===== src/pkg/sas_regs.svh =====
/*
  Register offsets, field positions, reset values and counts of the converter sequencer.
  Assumes byte addressing on a 32-bit Avalon-MM slave, one register per aligned word.
*/
// Notes on behaviour
// - Three modes: single conversion, one scan pass, continuous scanning.
// - Single mode converts the selected channel once, then stops.
// - Scan pass converts enabled channels once, lowest to highest number.
// - Continuous mode repeats scan passes until software clears the start bit.
// - Writing one to control bit 11 starts a conversion sequence.
// - Either pulse generator trigger or external start pin also starts a sequence.
// - One result register per channel with valid and overrun flags.
// - Two independent comparators check results against programmed values.
// - Each comparator match may be chosen to raise an interrupt.
// - Channel 7 selects external input or internal band-gap reference.
// - Eight single-ended channels or four differential pairs, as configured.
// - Each result is stored as a 12-bit unsigned value.
`ifndef SAS_REGS_SVH
`define SAS_REGS_SVH

`define SAS_CTRL_OFS 8'h00
`define SAS_CHEN_OFS 8'h04
`define SAS_CMP0_OFS 8'h08
`define SAS_CMP1_OFS 8'h0C
`define SAS_STAT_OFS 8'h10
`define SAS_RES_OFS 8'h20

`define SAS_CTRL_MODE_LSB 0
`define SAS_CTRL_DIFF_BIT 4
`define SAS_CTRL_BGAP_BIT 5
`define SAS_CTRL_PWMEN_BIT 6
`define SAS_CTRL_EXTEN_BIT 7
`define SAS_CTRL_SEL_LSB 8
`define SAS_CTRL_START_BIT 11

`define SAS_CMP_VAL_LSB 0
`define SAS_CMP_CH_LSB 12
`define SAS_CMP_EN_BIT 16
`define SAS_CMP_IRQEN_BIT 17
`define SAS_CMP_GEQ_BIT 18

`define SAS_STAT_BUSY_BIT 0
`define SAS_STAT_FLAG_LSB 1
`define SAS_STAT_CUR_LSB 8

`define SAS_RES_VALID_BIT 16
`define SAS_RES_OVR_BIT 17

`define SAS_CHEN_RST 8'hFF
`define SAS_DIFF_MASK 8'h0F
`define SAS_NUM_CH 8
`define SAS_RES_BITS 12

`endif


===== src/pkg/sas_pkg.sv =====
/*
  Types shared by the converter sequencer files.
  Assumes the constants header is compiled alongside.
*/
package sas_pkg;

  typedef enum logic [1:0] {
    SAS_MODE_SINGLE,
    SAS_MODE_PASS,
    SAS_MODE_CONT,
    SAS_MODE_RSVD
  } sas_mode_t;

  typedef enum logic [1:0] {
    SAS_IDLE,
    SAS_ISSUE,
    SAS_WAIT
  } sas_state_t;

endpackage : sas_pkg


===== src/logic/sas_buf2.sv =====
/*
  Two-entry buffer with valid and ready on both sides.
  Assumes one clock and a synchronous active-low reset.
*/
`timescale 1ns/10ps
`default_nettype none
module sas_buf2 #(
  parameter int W = 15
) (
  input wire logic clock,
  input wire logic nrst,
  input wire logic inValid,
  output logic inReady,
  input wire logic [W-1:0] inData,
  output logic outValid,
  input wire logic outReady,
  output logic [W-1:0] outData
);

  if (W < 1) begin : gChk
    $error("sas_buf2 width must be positive");
  end

  typedef struct packed {
    logic [1:0][W-1:0] mem;
    logic [1:0] cnt;
    logic rdPtr;
    logic wrPtr;
    logic ready;
  } sas_buf_t;

  sas_buf_t s_q, s_d;
  logic doPush, doPop;

  always_comb begin
    s_d = s_q;
    doPush = inValid && s_q.ready;
    doPop = (s_q.cnt != 2'h0) && outReady;
    if (doPush) begin
      s_d.mem[s_q.wrPtr] = inData;
      s_d.wrPtr = ~s_q.wrPtr;
    end
    if (doPop) begin
      s_d.rdPtr = ~s_q.rdPtr;
    end
    s_d.cnt = s_q.cnt + {1'b0, doPush} - {1'b0, doPop};
    s_d.ready = (s_d.cnt != 2'h2);
  end

  always_ff @(posedge clock) begin
    if (!nrst) begin
      s_q <= '0;
      s_q.ready <= 1'b1;
    end else begin
      s_q <= s_d;
    end
  end

  assign inReady = s_q.ready;
  assign outValid = (s_q.cnt != 2'h0);
  assign outData = s_q.mem[s_q.rdPtr];

endmodule : sas_buf2
`default_nettype wire


===== src/logic/sas_sequencer.sv =====
/*
  Sequencer, result store and comparators of a 12-bit successive-approximation converter,
  with an Avalon-MM register slave.
  Assumes an analogue core that answers each start pulse with one done pulse and result,
  and trigger inputs synchronous to the clock.
*/
// The implementer's own choices: the Avalon-MM register port and the placing of the registers.
`timescale 1ns/10ps
`default_nettype none
`include "sas_regs.svh"
module sas_sequencer
  import sas_pkg::*;
#(
  parameter int NCH = `SAS_NUM_CH,
  parameter int RW = `SAS_RES_BITS
) (
  input wire logic clock,
  input wire logic nrst,
  input wire logic [7:0] address,
  input wire logic read,
  input wire logic write,
  input wire logic [31:0] writedata,
  input wire logic [3:0] byteenable,
  output logic [31:0] readdata,
  output logic waitrequest,
  input wire logic [1:0] basicPulseGeneratorTrigger,
  input wire logic externalStartPin,
  output logic convStart,
  output logic [2:0] convChannel,
  output logic convDiff,
  output logic convBandgap,
  input wire logic convDone,
  input wire logic [RW-1:0] convResult,
  output logic convResultReady,
  output logic busy,
  output logic [1:0] cmpIrq
);

  if (NCH != `SAS_NUM_CH || RW != `SAS_RES_BITS) begin : gChk
    $error("sas_sequencer supports 8 channels of 12-bit results only");
  end

  typedef struct packed {
    logic waitReq;
    logic [31:0] rdata;
    sas_mode_t mode;
    logic diff;
    logic bgSel;
    logic pwmEn;
    logic extEn;
    logic [2:0] selCh;
    logic start;
    logic [7:0] chEn;
    logic [1:0][18:0] cmpCfg;
    logic [1:0] cmpFlag;
    logic [1:0] cmpIrq;
    sas_state_t st;
    logic [2:0] cur;
    logic convStart;
    logic extPrev;
    logic [NCH-1:0][RW+1:0] res;
    logic busyOut;
    logic bgOut;
  } sas_state_all_t;

  sas_state_all_t s_q, s_d;

  logic bufOutValid, bufOutReady;
  logic [RW+2:0] bufOutData;
  logic [NCH-1:0] resHit;
  logic [3:0] found;
  logic [7:0] effEn;
  logic [2:0] dCh;
  logic [RW-1:0] dRes;
  logic [11:0] cVal;
  logic match;
  logic effect;
  logic [31:0] wmask;
  logic [31:0] merged;

  // Per-channel result address decode
  for (genvar i = 0; i < NCH; i++) begin : gHit
    assign resHit[i] = (address == 8'(`SAS_RES_OFS + 4 * i));
  end

  // Lowest enabled channel at or above a start point; bit 3 flags a find
  function automatic logic [3:0] firstFrom(input logic [7:0] m, input logic [3:0] from);
    logic [3:0] r;
    r = 4'h0;
    for (int i = 7; i >= 0; i--) begin
      if (m[i] && (4'(i) >= from)) begin
        r = {1'b1, 3'(i)};
      end
    end
    return r;
  endfunction : firstFrom

  function automatic logic [31:0] regValue(input sas_state_all_t s, input logic [7:0] a,
                                           input logic [NCH-1:0] hit);
    logic [31:0] v;
    v = 32'h0;
    case (a)
      `SAS_CTRL_OFS: begin
        v[`SAS_CTRL_MODE_LSB +: 2] = s.mode;
        v[`SAS_CTRL_DIFF_BIT] = s.diff;
        v[`SAS_CTRL_BGAP_BIT] = s.bgSel;
        v[`SAS_CTRL_PWMEN_BIT] = s.pwmEn;
        v[`SAS_CTRL_EXTEN_BIT] = s.extEn;
        v[`SAS_CTRL_SEL_LSB +: 3] = s.selCh;
        v[`SAS_CTRL_START_BIT] = s.start;
      end
      `SAS_CHEN_OFS: v[7:0] = s.chEn;
      `SAS_CMP0_OFS: v[18:0] = s.cmpCfg[0];
      `SAS_CMP1_OFS: v[18:0] = s.cmpCfg[1];
      `SAS_STAT_OFS: begin
        v[`SAS_STAT_BUSY_BIT] = (s.st != SAS_IDLE);
        v[`SAS_STAT_FLAG_LSB +: 2] = s.cmpFlag;
        v[`SAS_STAT_CUR_LSB +: 3] = s.cur;
      end
      default: begin
        for (int i = 0; i < NCH; i++) begin
          if (hit[i]) begin
            v[RW-1:0] = s.res[i][RW-1:0];
            v[`SAS_RES_VALID_BIT] = s.res[i][RW];
            v[`SAS_RES_OVR_BIT] = s.res[i][RW+1];
          end
        end
      end
    endcase
    return v;
  endfunction : regValue

  // Results wait here while the bus reads a result word
  sas_buf2 #(
    .W(RW + 3)
  ) uBuf (
    .clock(clock),
    .nrst(nrst),
    .inValid(convDone),
    .inReady(convResultReady),
    .inData({s_q.cur, convResult}),
    .outValid(bufOutValid),
    .outReady(bufOutReady),
    .outData(bufOutData)
  );

  assign bufOutReady = !(read && (resHit != '0));

  always_comb begin
    s_d = s_q;
    s_d.convStart = 1'b0;
    s_d.extPrev = externalStartPin;
    effect = 1'b0;
    wmask = 32'h0;
    merged = 32'h0;
    effEn = s_q.chEn & (s_q.diff ? `SAS_DIFF_MASK : 8'hFF);
    found = 4'h0;
    dCh = bufOutData[RW+2:RW];
    dRes = bufOutData[RW-1:0];
    cVal = 12'h0;
    match = 1'b0;

    case (s_q.st)
      SAS_IDLE: begin
        if (s_q.start) begin
          if (s_q.mode == SAS_MODE_SINGLE) begin
            s_d.cur = s_q.diff ? {1'b0, s_q.selCh[1:0]} : s_q.selCh;
            s_d.st = SAS_ISSUE;
          end else begin
            found = firstFrom(effEn, 4'h0);
            if (found[3]) begin
              s_d.cur = found[2:0];
              s_d.st = SAS_ISSUE;
            end else begin
              s_d.start = 1'b0;
            end
          end
        end
      end
      SAS_ISSUE: begin
        if (convResultReady) begin
          s_d.convStart = 1'b1;
          s_d.st = SAS_WAIT;
        end
      end
      SAS_WAIT: begin
        if (convDone) begin
          found = firstFrom(effEn, {1'b0, s_q.cur} + 4'h1);
          if (s_q.mode == SAS_MODE_SINGLE) begin
            s_d.start = 1'b0;
            s_d.st = SAS_IDLE;
          end else if (found[3]) begin
            s_d.cur = found[2:0];
            s_d.st = SAS_ISSUE;
          end else if (s_q.mode == SAS_MODE_CONT && s_q.start) begin
            found = firstFrom(effEn, 4'h0);
            s_d.cur = found[2:0];
            s_d.st = found[3] ? SAS_ISSUE : SAS_IDLE;
            s_d.start = found[3];
          end else begin
            s_d.start = 1'b0;
            s_d.st = SAS_IDLE;
          end
        end
      end
      default: s_d.st = SAS_IDLE;
    endcase

    // Hardware start sources; a trigger on the closing cycle wins
    if (s_q.pwmEn && (basicPulseGeneratorTrigger != 2'h0)) begin
      s_d.start = 1'b1;
    end
    if (s_q.extEn && externalStartPin && !s_q.extPrev) begin
      s_d.start = 1'b1;
    end

    // Result store and comparators
    if (bufOutValid && bufOutReady) begin
      s_d.res[dCh][RW+1] = s_q.res[dCh][RW+1] | s_q.res[dCh][RW];
      s_d.res[dCh][RW] = 1'b1;
      s_d.res[dCh][RW-1:0] = dRes;
      for (int k = 0; k < 2; k++) begin
        cVal = s_q.cmpCfg[k][`SAS_CMP_VAL_LSB +: 12];
        match = s_q.cmpCfg[k][`SAS_CMP_GEQ_BIT] ? (dRes >= cVal) : (dRes < cVal);
        if (s_q.cmpCfg[k][`SAS_CMP_EN_BIT] && match &&
            (s_q.cmpCfg[k][`SAS_CMP_CH_LSB +: 3] == dCh)) begin
          s_d.cmpFlag[k] = 1'b1;
        end
      end
    end

    // Bus slave: answer one cycle after the request, effects on the answer edge
    if (s_q.waitReq) begin
      if (read || write) begin
        s_d.waitReq = 1'b0;
        s_d.rdata = read ? regValue(s_q, address, resHit) : 32'h0;
      end
    end else begin
      s_d.waitReq = 1'b1;
      effect = 1'b1;
    end

    if (effect && read) begin
      for (int i = 0; i < NCH; i++) begin
        if (resHit[i]) begin
          s_d.res[i][RW+1:RW] = 2'b00;
        end
      end
    end

    if (effect && write) begin
      for (int b = 0; b < 4; b++) begin
        wmask[8*b +: 8] = {8{byteenable[b]}};
      end
      merged = (regValue(s_q, address, resHit) & ~wmask) | (writedata & wmask);
      case (address)
        `SAS_CTRL_OFS: begin
          s_d.mode = sas_mode_t'(merged[`SAS_CTRL_MODE_LSB +: 2]);
          s_d.diff = merged[`SAS_CTRL_DIFF_BIT];
          s_d.bgSel = merged[`SAS_CTRL_BGAP_BIT];
          s_d.pwmEn = merged[`SAS_CTRL_PWMEN_BIT];
          s_d.extEn = merged[`SAS_CTRL_EXTEN_BIT];
          s_d.selCh = merged[`SAS_CTRL_SEL_LSB +: 3];
          s_d.start = merged[`SAS_CTRL_START_BIT];
        end
        `SAS_CHEN_OFS: s_d.chEn = merged[7:0];
        `SAS_CMP0_OFS: s_d.cmpCfg[0] = merged[18:0];
        `SAS_CMP1_OFS: s_d.cmpCfg[1] = merged[18:0];
        `SAS_STAT_OFS: begin
          // Write one clears; a match in the same cycle that newly sets the flag keeps it
          for (int k = 0; k < 2; k++) begin
            if (writedata[`SAS_STAT_FLAG_LSB + k] && byteenable[0] &&
                !(s_d.cmpFlag[k] && !s_q.cmpFlag[k])) begin
              s_d.cmpFlag[k] = 1'b0;
            end
          end
        end
        default: ;
      endcase
    end

    for (int k = 0; k < 2; k++) begin
      s_d.cmpIrq[k] = s_d.cmpFlag[k] & s_d.cmpCfg[k][`SAS_CMP_IRQEN_BIT];
    end
    s_d.busyOut = (s_d.st != SAS_IDLE);
    s_d.bgOut = s_d.bgSel && (s_d.cur == 3'h7);
  end

  always_ff @(posedge clock) begin
    if (!nrst) begin
      s_q <= '0;
      s_q.waitReq <= 1'b1;
      s_q.chEn <= `SAS_CHEN_RST;
      s_q.st <= SAS_IDLE;
      s_q.mode <= SAS_MODE_SINGLE;
    end else begin
      s_q <= s_d;
    end
  end

  assign readdata = s_q.rdata;
  assign waitrequest = s_q.waitReq;
  assign convStart = s_q.convStart;
  assign convChannel = s_q.cur;
  assign convDiff = s_q.diff;
  assign convBandgap = s_q.bgOut;
  assign busy = s_q.busyOut;
  assign cmpIrq = s_q.cmpIrq;

endmodule : sas_sequencer
`default_nettype wire


===== config.mk =====
export PLATFORM = sky130hd
export DESIGN_NAME = sas_sequencer
export DESIGN_NICKNAME = d
export VERILOG_FILES = /design/src/pkg/sas_pkg.sv /design/src/logic/sas_buf2.sv /design/src/logic/sas_sequencer.sv
export VERILOG_INCLUDE_DIRS = /design/src /design/src/pkg
export SDC_FILE = /design/constraint.sdc
export NUM_CORES = 1
export LEC_CHECK = 0
export ABC_AREA = 1
export BUFFER_PORTS_ARGS = -buffer_cell sky130_fd_sc_hd__buf_2
export CORE_MARGIN = 2
export CORE_UTILIZATION = 60
export CTS_CLUSTER_DIAMETER = 200
export CTS_CLUSTER_SIZE = 14
export DETAILED_ROUTE_END_ITERATION = 8
export GPL_TIMING_DRIVEN = 1
export PLACE_DENSITY = 0.92
export SYNTH_ARGS = -nofsm -noshare
export SYNTH_HDL_FRONTEND = slang
export SYNTH_SLANG_ARGS = --single-unit

===== constraint.sdc =====
create_clock -name clock -period 2.99 [get_ports clock]
set_clock_uncertainty 0.1 [all_clocks]
set_input_delay 0.1495 -clock clock [delete_from_list [all_inputs] [get_ports clock]]
set_output_delay 0.1495 -clock clock [all_outputs]
set_load 0.02 [all_outputs]

==> run_results.csv, run 1 <==
group,metric,value,unit
synthesis,ys_types,55,
timing,max_freq,0.348,GHz
global_routing,antenna_found_initial,1,
cts,clkLatencyLatePin,510,ps
finish,register_area,4720,µm²
critical_path,rr_worst_depth,13,
floorplanning,initial_core_util,0.607,
route,dr.pass1.iters,8,
floorplanning,die_h,147,µm
cts,clk_pin_slew,70,ps
synthesis,yosys.area.top_type,"dfxtp_1",
global_routing,grt_max_degree,101,
place,place.gp.congestion,0.975,
synthesis,synthCells,1768,
route,wl_per_cell,17.8,µm
synthesis,synth.area.top_cells,"dfxtp_1, nand2_1, a21oi_1",
cts,cts_tree,"yes",
timing,min_period,2870,ps
route,ant_nets,0,
run,maxCapViolations,0,
critical_path,critical_path_arrival,3170,ps
finish,multi_input_area,6090,µm²
place,io_buffers,79,
floorplanning,core,20100,µm²
synthesis,ys_warn_count,0,
timing,setup_viol,0,
global_routing,grt-ovfl-total,0,
critical_path,crit_fanout,29,
global_routing,track_usage,0.338,
floorplanning,io_pins,107,
hold_path,hp-class,"in -> reg",
timing,rsz0062_at_grt,"true",
floorplanning,die_area,21500,µm²
floorplanning,fp-row-count,52,
cts,cts_sinks,236,
power_and_ir_drop,power,7.70,mW
synthesis,ys_ff_latch,236,
synthesis,synth.avg_cell_area,6.90,µm²
finish,antennaDiodeCount,0,
synthesis,ys_dominant_reg_cell,"dfxtp_1",
power_and_ir_drop,power.leakage,5.76,nW
timing,worstMarginPinSlew,920,ps
cts,clock-root-buffer,"clkbuf_16",
route,viasPerCell,5.95,
timing,fin_crit_sh,0.960,
finish,final_common_cell,"nand2_1",
finish,nFillCells,1613,
route,drc,0,
timing,hold_viol,0,
critical_path,crit_path_end_kind,"flop",
timing,fin_hold_ws,25.4,ps
global_routing,grt_pass1_vias,11794,
synthesis,ys_seq_area_frac,0.387,
floorplanning,die_x,147,µm
route,drtIter0Drc,1544,
global_routing,grt_pass1_wl,58900,µm
critical_path,path_class,"reg -> reg",
power_and_ir_drop,ir_worst_vdd,0.381,mV
route,vias,12572,
run_status,outcome,"complete, no violations",
hold_path,holdPathStages,5,
finish,layout-drive-gt1-share,0.123,
place,post-dp-hpwl,26100,µm
critical_path,cp-start-kind,"flop",
route,drt_wl_total,37700,µm
finish,syn2layout_area_growth,11.2,%
synthesis,synth_edf_count,0,
critical_path,critical_path_required,3290,ps
synthesis,synth_top_area_share,0.387,
cts,cts_buffers,20,
finish,final_cell_mix,"nand2_1, dfxtp_1, a21oi_1",
timing,maxSlewViolCount,0,
cts,cts-htree-levels,1,
cts,max-clock-path-buffers,3,
synthesis,synth_area,12200,µm²
power_and_ir_drop,power_density,568,nW/µm²
synthesis,synthArstFlopShare,0,
timing,max_slew_margin,0.387,
finish,fin_nets,1937,
area by class of cell:
type,count,area share
clock buffer,22,0.0397
inverter,231,0.0644
multi-input combinational,1207,0.449
sequential,236,0.348
tap,270,0.0249
timing repair buffer,148,0.0740
layer usage:
layer	track usage	up-vias	wire [µm]
li1	-	5836	-
met1	0.415	5716	13800
met2	0.569	844	17500
met3	0.0531	174	4070
met4	0.189	2	2390
met5	0	-	13
stage by stage:
stage	cell area, µm²	setup WS (ps)	setup TNS (ps)	utilization	std cells
floorplan	12200	501	0	-	1780
global placement	12600	311	0	0.628	2056
detailed placement	12600	273	0	0.628	2056
CTS	13500	264	0	0.673	2114
global route	13600	-34.3	-67.8	0.675	2114
finish	13600	119	0	0.675	2114
report_power, final:
part           switching, mW  internal (mW)
Sequential             0.124           3.38
Combinational           1.25          0.561
Clock                   1.13           1.26
state kept, by name, indices dropped and copies added (netlist names):
name / count
busy: 1
cmpIrq: 2
convBandgap: 1
convChannel: 3
convDiff: 1
convStart: 1
readdata: 19
s_q: 172
uBuf.inReady: 1
uBuf.s_q: 34
waitrequest: 1
final timing paths:
kind / slack (ps) / startpoint / endpoint
max: 120 / uBuf.s_q[2] / cmpIrq[1]
min: 30 / byteenable[0] / s_q[128]
max reg2reg: 120 / uBuf.s_q[2] / cmpIrq[1]
min reg2reg: 350 / s_q[83] / s_q[83]
Yosys cell counts, types with 12 or more instances:
master      n
a21oi_1   226
buf_2      23
buf_4      42
clkbuf_1   39
dfxtp_1   236
ha_1       29
inv_1     208
inv_2      18
nand2_1   401
nand3_1   110
nand3_2    12
nor2_1    145
nor2_2     12
o21ai_0   117
o21ai_1    20
o22ai_1    14
worst max-delay path, cell delays in order (launching register included):
cell and delay, ps:
dfxtp_1 410, clkinv_2 420, o21ai_1 630, ha_1 340, nand2_1 70, nor2_1 60, nand3b_1 80, nand3_1 120
a21oi_1 170, nand2_1 60, nand3_1 70, nand2_1 50, nand3_1 90, nor2_1 80
cells by family after synthesis:
kind of cell,synth area share
adder cells (fa/ha/maj),0.0297
buffers and inverters,0.120
XOR/XNOR,0.00359
multiplexers,0.00410
other,0.000307
flip-flops,0.387
AO/OA/AOI/OAI,0.191
AND/OR/NAND/NOR,0.264
repair_timing:
action / in CTS / in global routing
resized for setup: 0 / 10
hold endpoints to repair: 85 / 0
hold buffers: 36 / 0
buffers inserted: 0 / 0
setup endpoints to repair: 0 / 2
Power figures use the tool's default switching activity.
==> inputs of run 2 (changes only) <==
--- a/config.mk
+++ b/config.mk
@@ -14,6 +14,7 @@
 export CTS_CLUSTER_SIZE = 14
 export DETAILED_ROUTE_END_ITERATION = 8
 export GPL_TIMING_DRIVEN = 1
+export MAX_ROUTING_LAYER = met4
 export PLACE_DENSITY = 0.92
 export SYNTH_ARGS = -nofsm -noshare
 export SYNTH_HDL_FRONTEND = slang
==> run_results.csv, run 2 (synthesized netlist as in run 1, its figures left out) <==
group,metric,value,unit
timing,fin_hold_ws,32.7,ps
timing,max_freq,0.358,GHz
timing,setup_viol,0,
route,drt_wl_total,37400,µm
cts,cts-htree-levels,1,
timing,worstMarginPinSlew,909,ps
power_and_ir_drop,ir_worst_vdd,0.353,mV
route,ant_nets,0,
critical_path,crit_slowest_cell,"o21ai_1",
floorplanning,io_pins,107,
cts,cts_sinks,236,
critical_path,max_stage_delay,720,ps
global_routing,grt_pass1_vias,11568,
route,vias,12381,
timing,maxSlewViolCount,0,
power_and_ir_drop,power_density,566,nW/µm²
global_routing,antenna_found_initial,0,
power_and_ir_drop,power,7.66,mW
finish,largest_register_ffs,172,
place,io_buffers,79,
timing,hold_viol,0,
hold_path,hp-class,"in -> reg",
cts,clk_pin_slew,70,ps
route,top_layer,"met4",
floorplanning,core,20100,µm²
timing,fin_crit_sh,0.934,
route,wl_per_cell,17.7,µm
cts,max-clock-path-buffers,3,
critical_path,reg2reg_slack,200,ps
critical_path,crit_fanout,29,
timing,setup_tns,0,ps
place,post-dp-hpwl,26000,µm
route,dr.pass1.iters,6,
finish,final_common_cell,"nand2_1",
critical_path,setup.worst_path.end,"cmpIrq[1]",
route,dr_wl_met3,3610,µm
finish,syn2layout_area_growth,11.0,%
route,drtIter0Drc,1403,
critical_path,critical_path_required,3320,ps
critical_path,crit_path_end_kind,"flop",
finish,antennaDiodeCount,0,
floorplanning,initial_core_util,0.607,
critical_path,startpoint,"uBuf.s_q[2]",
global_routing,track_usage,0.352,
timing,rsz0062_at_grt,"false",
timing,fin_ws,197,ps
global_routing,grt-ovfl-total,0,
cts,clkLatencyLatePin,510,ps
finish,fin_nets,1936,
place,place.gp.congestion,1.03,
critical_path,r2r_end,"cmpIrq[1]",
timing,max_slew_margin,0.394,
critical_path,worstReg2RegStart,"uBuf.s_q[2]",
finish,top_register,"s_q",
floorplanning,fp-row-count,52,
floorplanning,die_area,21500,µm²
place,dpl_worst_slack,332,ps
finish,final_cells,2113,
global_routing,grt_max_degree,101,
route,met2_length,17300,µm
cts,cts_tree,"yes",
global_routing,grt_pass1_wl,59200,µm
cts,clock-root-buffer,"clkbuf_16",
critical_path,rr_worst_depth,13,
place,place_area,12600,µm²
floorplanning,die_h,147,µm
floorplanning,die_x,147,µm
finish,layout-drive-gt1-share,0.118,
route,drc,0,
finish,final_cell_mix,"nand2_1, dfxtp_1, a21oi_1",
hold_path,min_from,"byteenable[0]",
critical_path,worstPathCellList,"inv_2 > o21ai_1 > ha_1 > a21oi_1 > o21ai_0 > nand2_1 > nand3_1 > a21oi_1 > nand2_1 > nand3_1 > nand2_1 > nand3_1 > nor2_1",
power_and_ir_drop,power.leakage,5.75,nW
route,viasPerCell,5.86,
finish,fin_area,13500,µm²
critical_path,critical_path_arrival,3120,ps
cts,cts_setup_buffers,0,
cts,cts_buffers,20,
finish,final_util,0.673,
place,placed_cells,2055,
run_status,outcome,"complete, no violations",
timing,min_period,2790,ps
critical_path,cp-start-kind,"flop",
route,wl_met1,14200,µm
run,maxCapViolations,0,
critical_path,path_class,"reg -> reg",
run 2: timing repair:
item,4_1_cts,5_1_grt
endpoints found under the setup margin,0,0
endpoints found under the hold margin,83,0
resized for setup,0,0
hold buffers,36,0
run 2: power by group:
group	switching (mW)	internal, mW
Clock	1.14	1.26
Combinational	1.20	0.552
Sequential	0.123	3.38
run 2: how the worst min path moves through the flow:
stage / slack (ps) / depth (start not counted) / to
2_1_floorplan: 140 / 2 / s_q[114]
3_3_place_gp: 270 / 3 / s_q[114]
3_5_place_dp: 270 / 3 / s_q[114]
4_1_cts: 30 / 5 / s_q[128]
5_1_grt: 70 / 5 / s_q[147]
6_report: 30 / 5 / s_q[167]
run 2: layout make-up:
type	count	area, µm²
fill	1640	6570
multi-input combinational	1207	6050
sequential	236	4720
timing repair buffer	147	1010
inverter	231	872
clock buffer	22	539
tap	270	338
run 2: layer usage:
layer | vias to the layer above | GRT usage
li1 | 5833 | -
met1 | 5618 | 0.430
met2 | 754 | 0.566
met3 | 176 | 0.0453
met4 | 0 | 0.192
met5 | - | -
run 2: critical path, delay by kind of cell (launching register included):
family / cells / cell delay, ps
AO/OA/AOI/OAI: 4 / 1040
adder cells (fa/ha/maj): 1 / 280
buffers and inverters: 1 / 210
flip-flops: 1 / 380
AND/OR/NAND/NOR: 7 / 680
==> inputs of run 3 (changes only) <==
--- a/config.mk
+++ b/config.mk
@@ -8,6 +8,7 @@
 export LEC_CHECK = 0
 export ABC_AREA = 1
 export BUFFER_PORTS_ARGS = -buffer_cell sky130_fd_sc_hd__buf_2
+export CORE_ASPECT_RATIO = 0.75
 export CORE_MARGIN = 2
 export CORE_UTILIZATION = 60
 export CTS_CLUSTER_DIAMETER = 200
==> run_results.csv, run 3 (synthesized netlist as in run 1, its figures left out) <==
group,metric,value,unit
critical_path,critical_path_required,3280,ps
power_and_ir_drop,power,7.66,mW
timing,fin_hold_ws,24.8,ps
route,viasPerCell,5.83,
hold_path,min_from,"byteenable[0]",
floorplanning,die_h,127,µm
timing,rsz0062_at_grt,"false",
run_status,outcome,"complete, no violations",
timing,fin_crit_sh,0.908,
power_and_ir_drop,power.leakage,5.75,nW
route,drt_wl_total,36500,µm
cts,cts_setup_buffers,0,
critical_path,reg2reg_slack,270,ps
place,place.gp.congestion,0.953,
timing,fin_ws,274,ps
critical_path,cp-start-kind,"flop",
finish,final_cells,2100,
cts,cts_buffers,20,
timing,hold_viol,0,
cts,cts_sinks,236,
route,drc,0,
power_and_ir_drop,ir_worst_vdd,0.574,mV
power_and_ir_drop,power_density,566,nW/µm²
floorplanning,die_area,21500,µm²
timing,setup_tns,0,ps
hold_path,holdPathEnd,"s_q[166]",
run,maxCapViolations,0,
hold_path,hp-class,"in -> reg",
cts,max-clock-path-buffers,3,
timing,max_freq,0.368,GHz
place,post-dp-hpwl,25800,µm
route,ant_nets,0,
timing,max_slew_margin,0.405,
finish,syn2layout_area_growth,10.9,%
cts,clkLatencyLatePin,500,ps
route,vias,12252,
critical_path,r2r_end,"cmpIrq[0]",
cts,clk_pin_slew,60,ps
finish,largest_register_ffs,172,
place,dpl_worst_slack,252,ps
place,placed_cells,2043,
finish,final_cell_mix,"nand2_1, dfxtp_1, a21oi_1",
floorplanning,fp-row-count,45,
route,wl_per_cell,17.4,µm
timing,maxSlewViolCount,0,
timing,min_period,2720,ps
cts,cts_tree,"yes",
global_routing,grt_pass1_wl,57400,µm
floorplanning,die_x,169,µm
global_routing,grt-ovfl-total,0,
global_routing,grt_pass1_vias,11180,
floorplanning,core,20100,µm²
cts,clock-root-buffer,"clkbuf_16",
critical_path,rr_worst_depth,14,
finish,final_common_cell,"nand2_1",
place,io_buffers,79,
finish,top_register,"s_q",
route,dr.pass1.iters,6,
floorplanning,io_pins,107,
critical_path,crit_path_end_kind,"flop",
critical_path,startpoint,"uBuf.s_q[2]",
timing,worstMarginPinSlew,892,ps
global_routing,track_usage,0.344,
finish,layout-drive-gt1-share,0.119,
critical_path,path_class,"reg -> reg",
cts,cts-htree-levels,1,
hold_path,holdPathStages,5,
finish,fin_nets,1935,
finish,antennaDiodeCount,0,
global_routing,grt_max_degree,101,
global_routing,antenna_found_initial,0,
floorplanning,initial_core_util,0.607,
critical_path,worstReg2RegStart,"uBuf.s_q[2]",
timing,setup_viol,0,
critical_path,critical_path_arrival,3010,ps
critical_path,crit_fanout,29,
route,drtIter0Drc,1669,
==> run 3: report_power, final <==
group / internal [mW] / switching [mW]
sequential: 3.38 / 0.124
clock: 1.26 / 1.11
combinational: 0.558 / 1.23
==> run 3: cell type report <==
class                           instances  area, µm²
Multi-Input combinational cell       1207       6060
Fill cell                            1648       6580
Inverter                              231        875
Timing Repair Buffer                  146        998
Sequential cell                       236       4720
Tap cell                              258        323
Clock buffer                           22        539
==> run 3: timing repair <==
item / CTS / global route
resized for setup: 0 / 5
hold endpoints to repair: 81 / 0
endpoints found under the setup margin: 0 / 1
hold buffers: 35 / 0
==> run 3: worst max-delay path, stage by stage, from the launching register on <==
cell      delay [ps]
dfxtp_1          360
inv_4            250
nand2_1          140
o21ai_2          120
ha_1             280
a21oi_1          160
nor2_1            60
a211oi_1         380
nand3_1          200
a21oi_1          200
nand2_1           80
nand3_1           80
nand2_1           50
nand3_1           90
nor2_1            60
==> run 3: per-stage QoR <==
stage               cell area [µm²]  utilization
finish                        13500        0.673
global route                  13500        0.673
CTS                           13500        0.672
global placement              12600        0.628
detailed placement            12600        0.628
floorplan                     12200            -
==> run 3: routing by layer <==
layer / global-route usage / part of all wire
met1: 0.484 / 0.43
met5: - / 0
met4: 0.0791 / 0.025
met3: 0.0564 / 0.12
met2: 0.521 / 0.43
==> run 3: worst max-delay path by stage <==
stage	to	slack (ps)	cells after the start
after detailed placement	cmpIrq[0]	250	14
after global placement	cmpIrq[0]	360	14
after global routing	cmpIrq[0]	180	14
after floorplan	cmpIrq[0]	500	16
final	cmpIrq[0]	270	14
after CTS	cmpIrq[0]	230	14
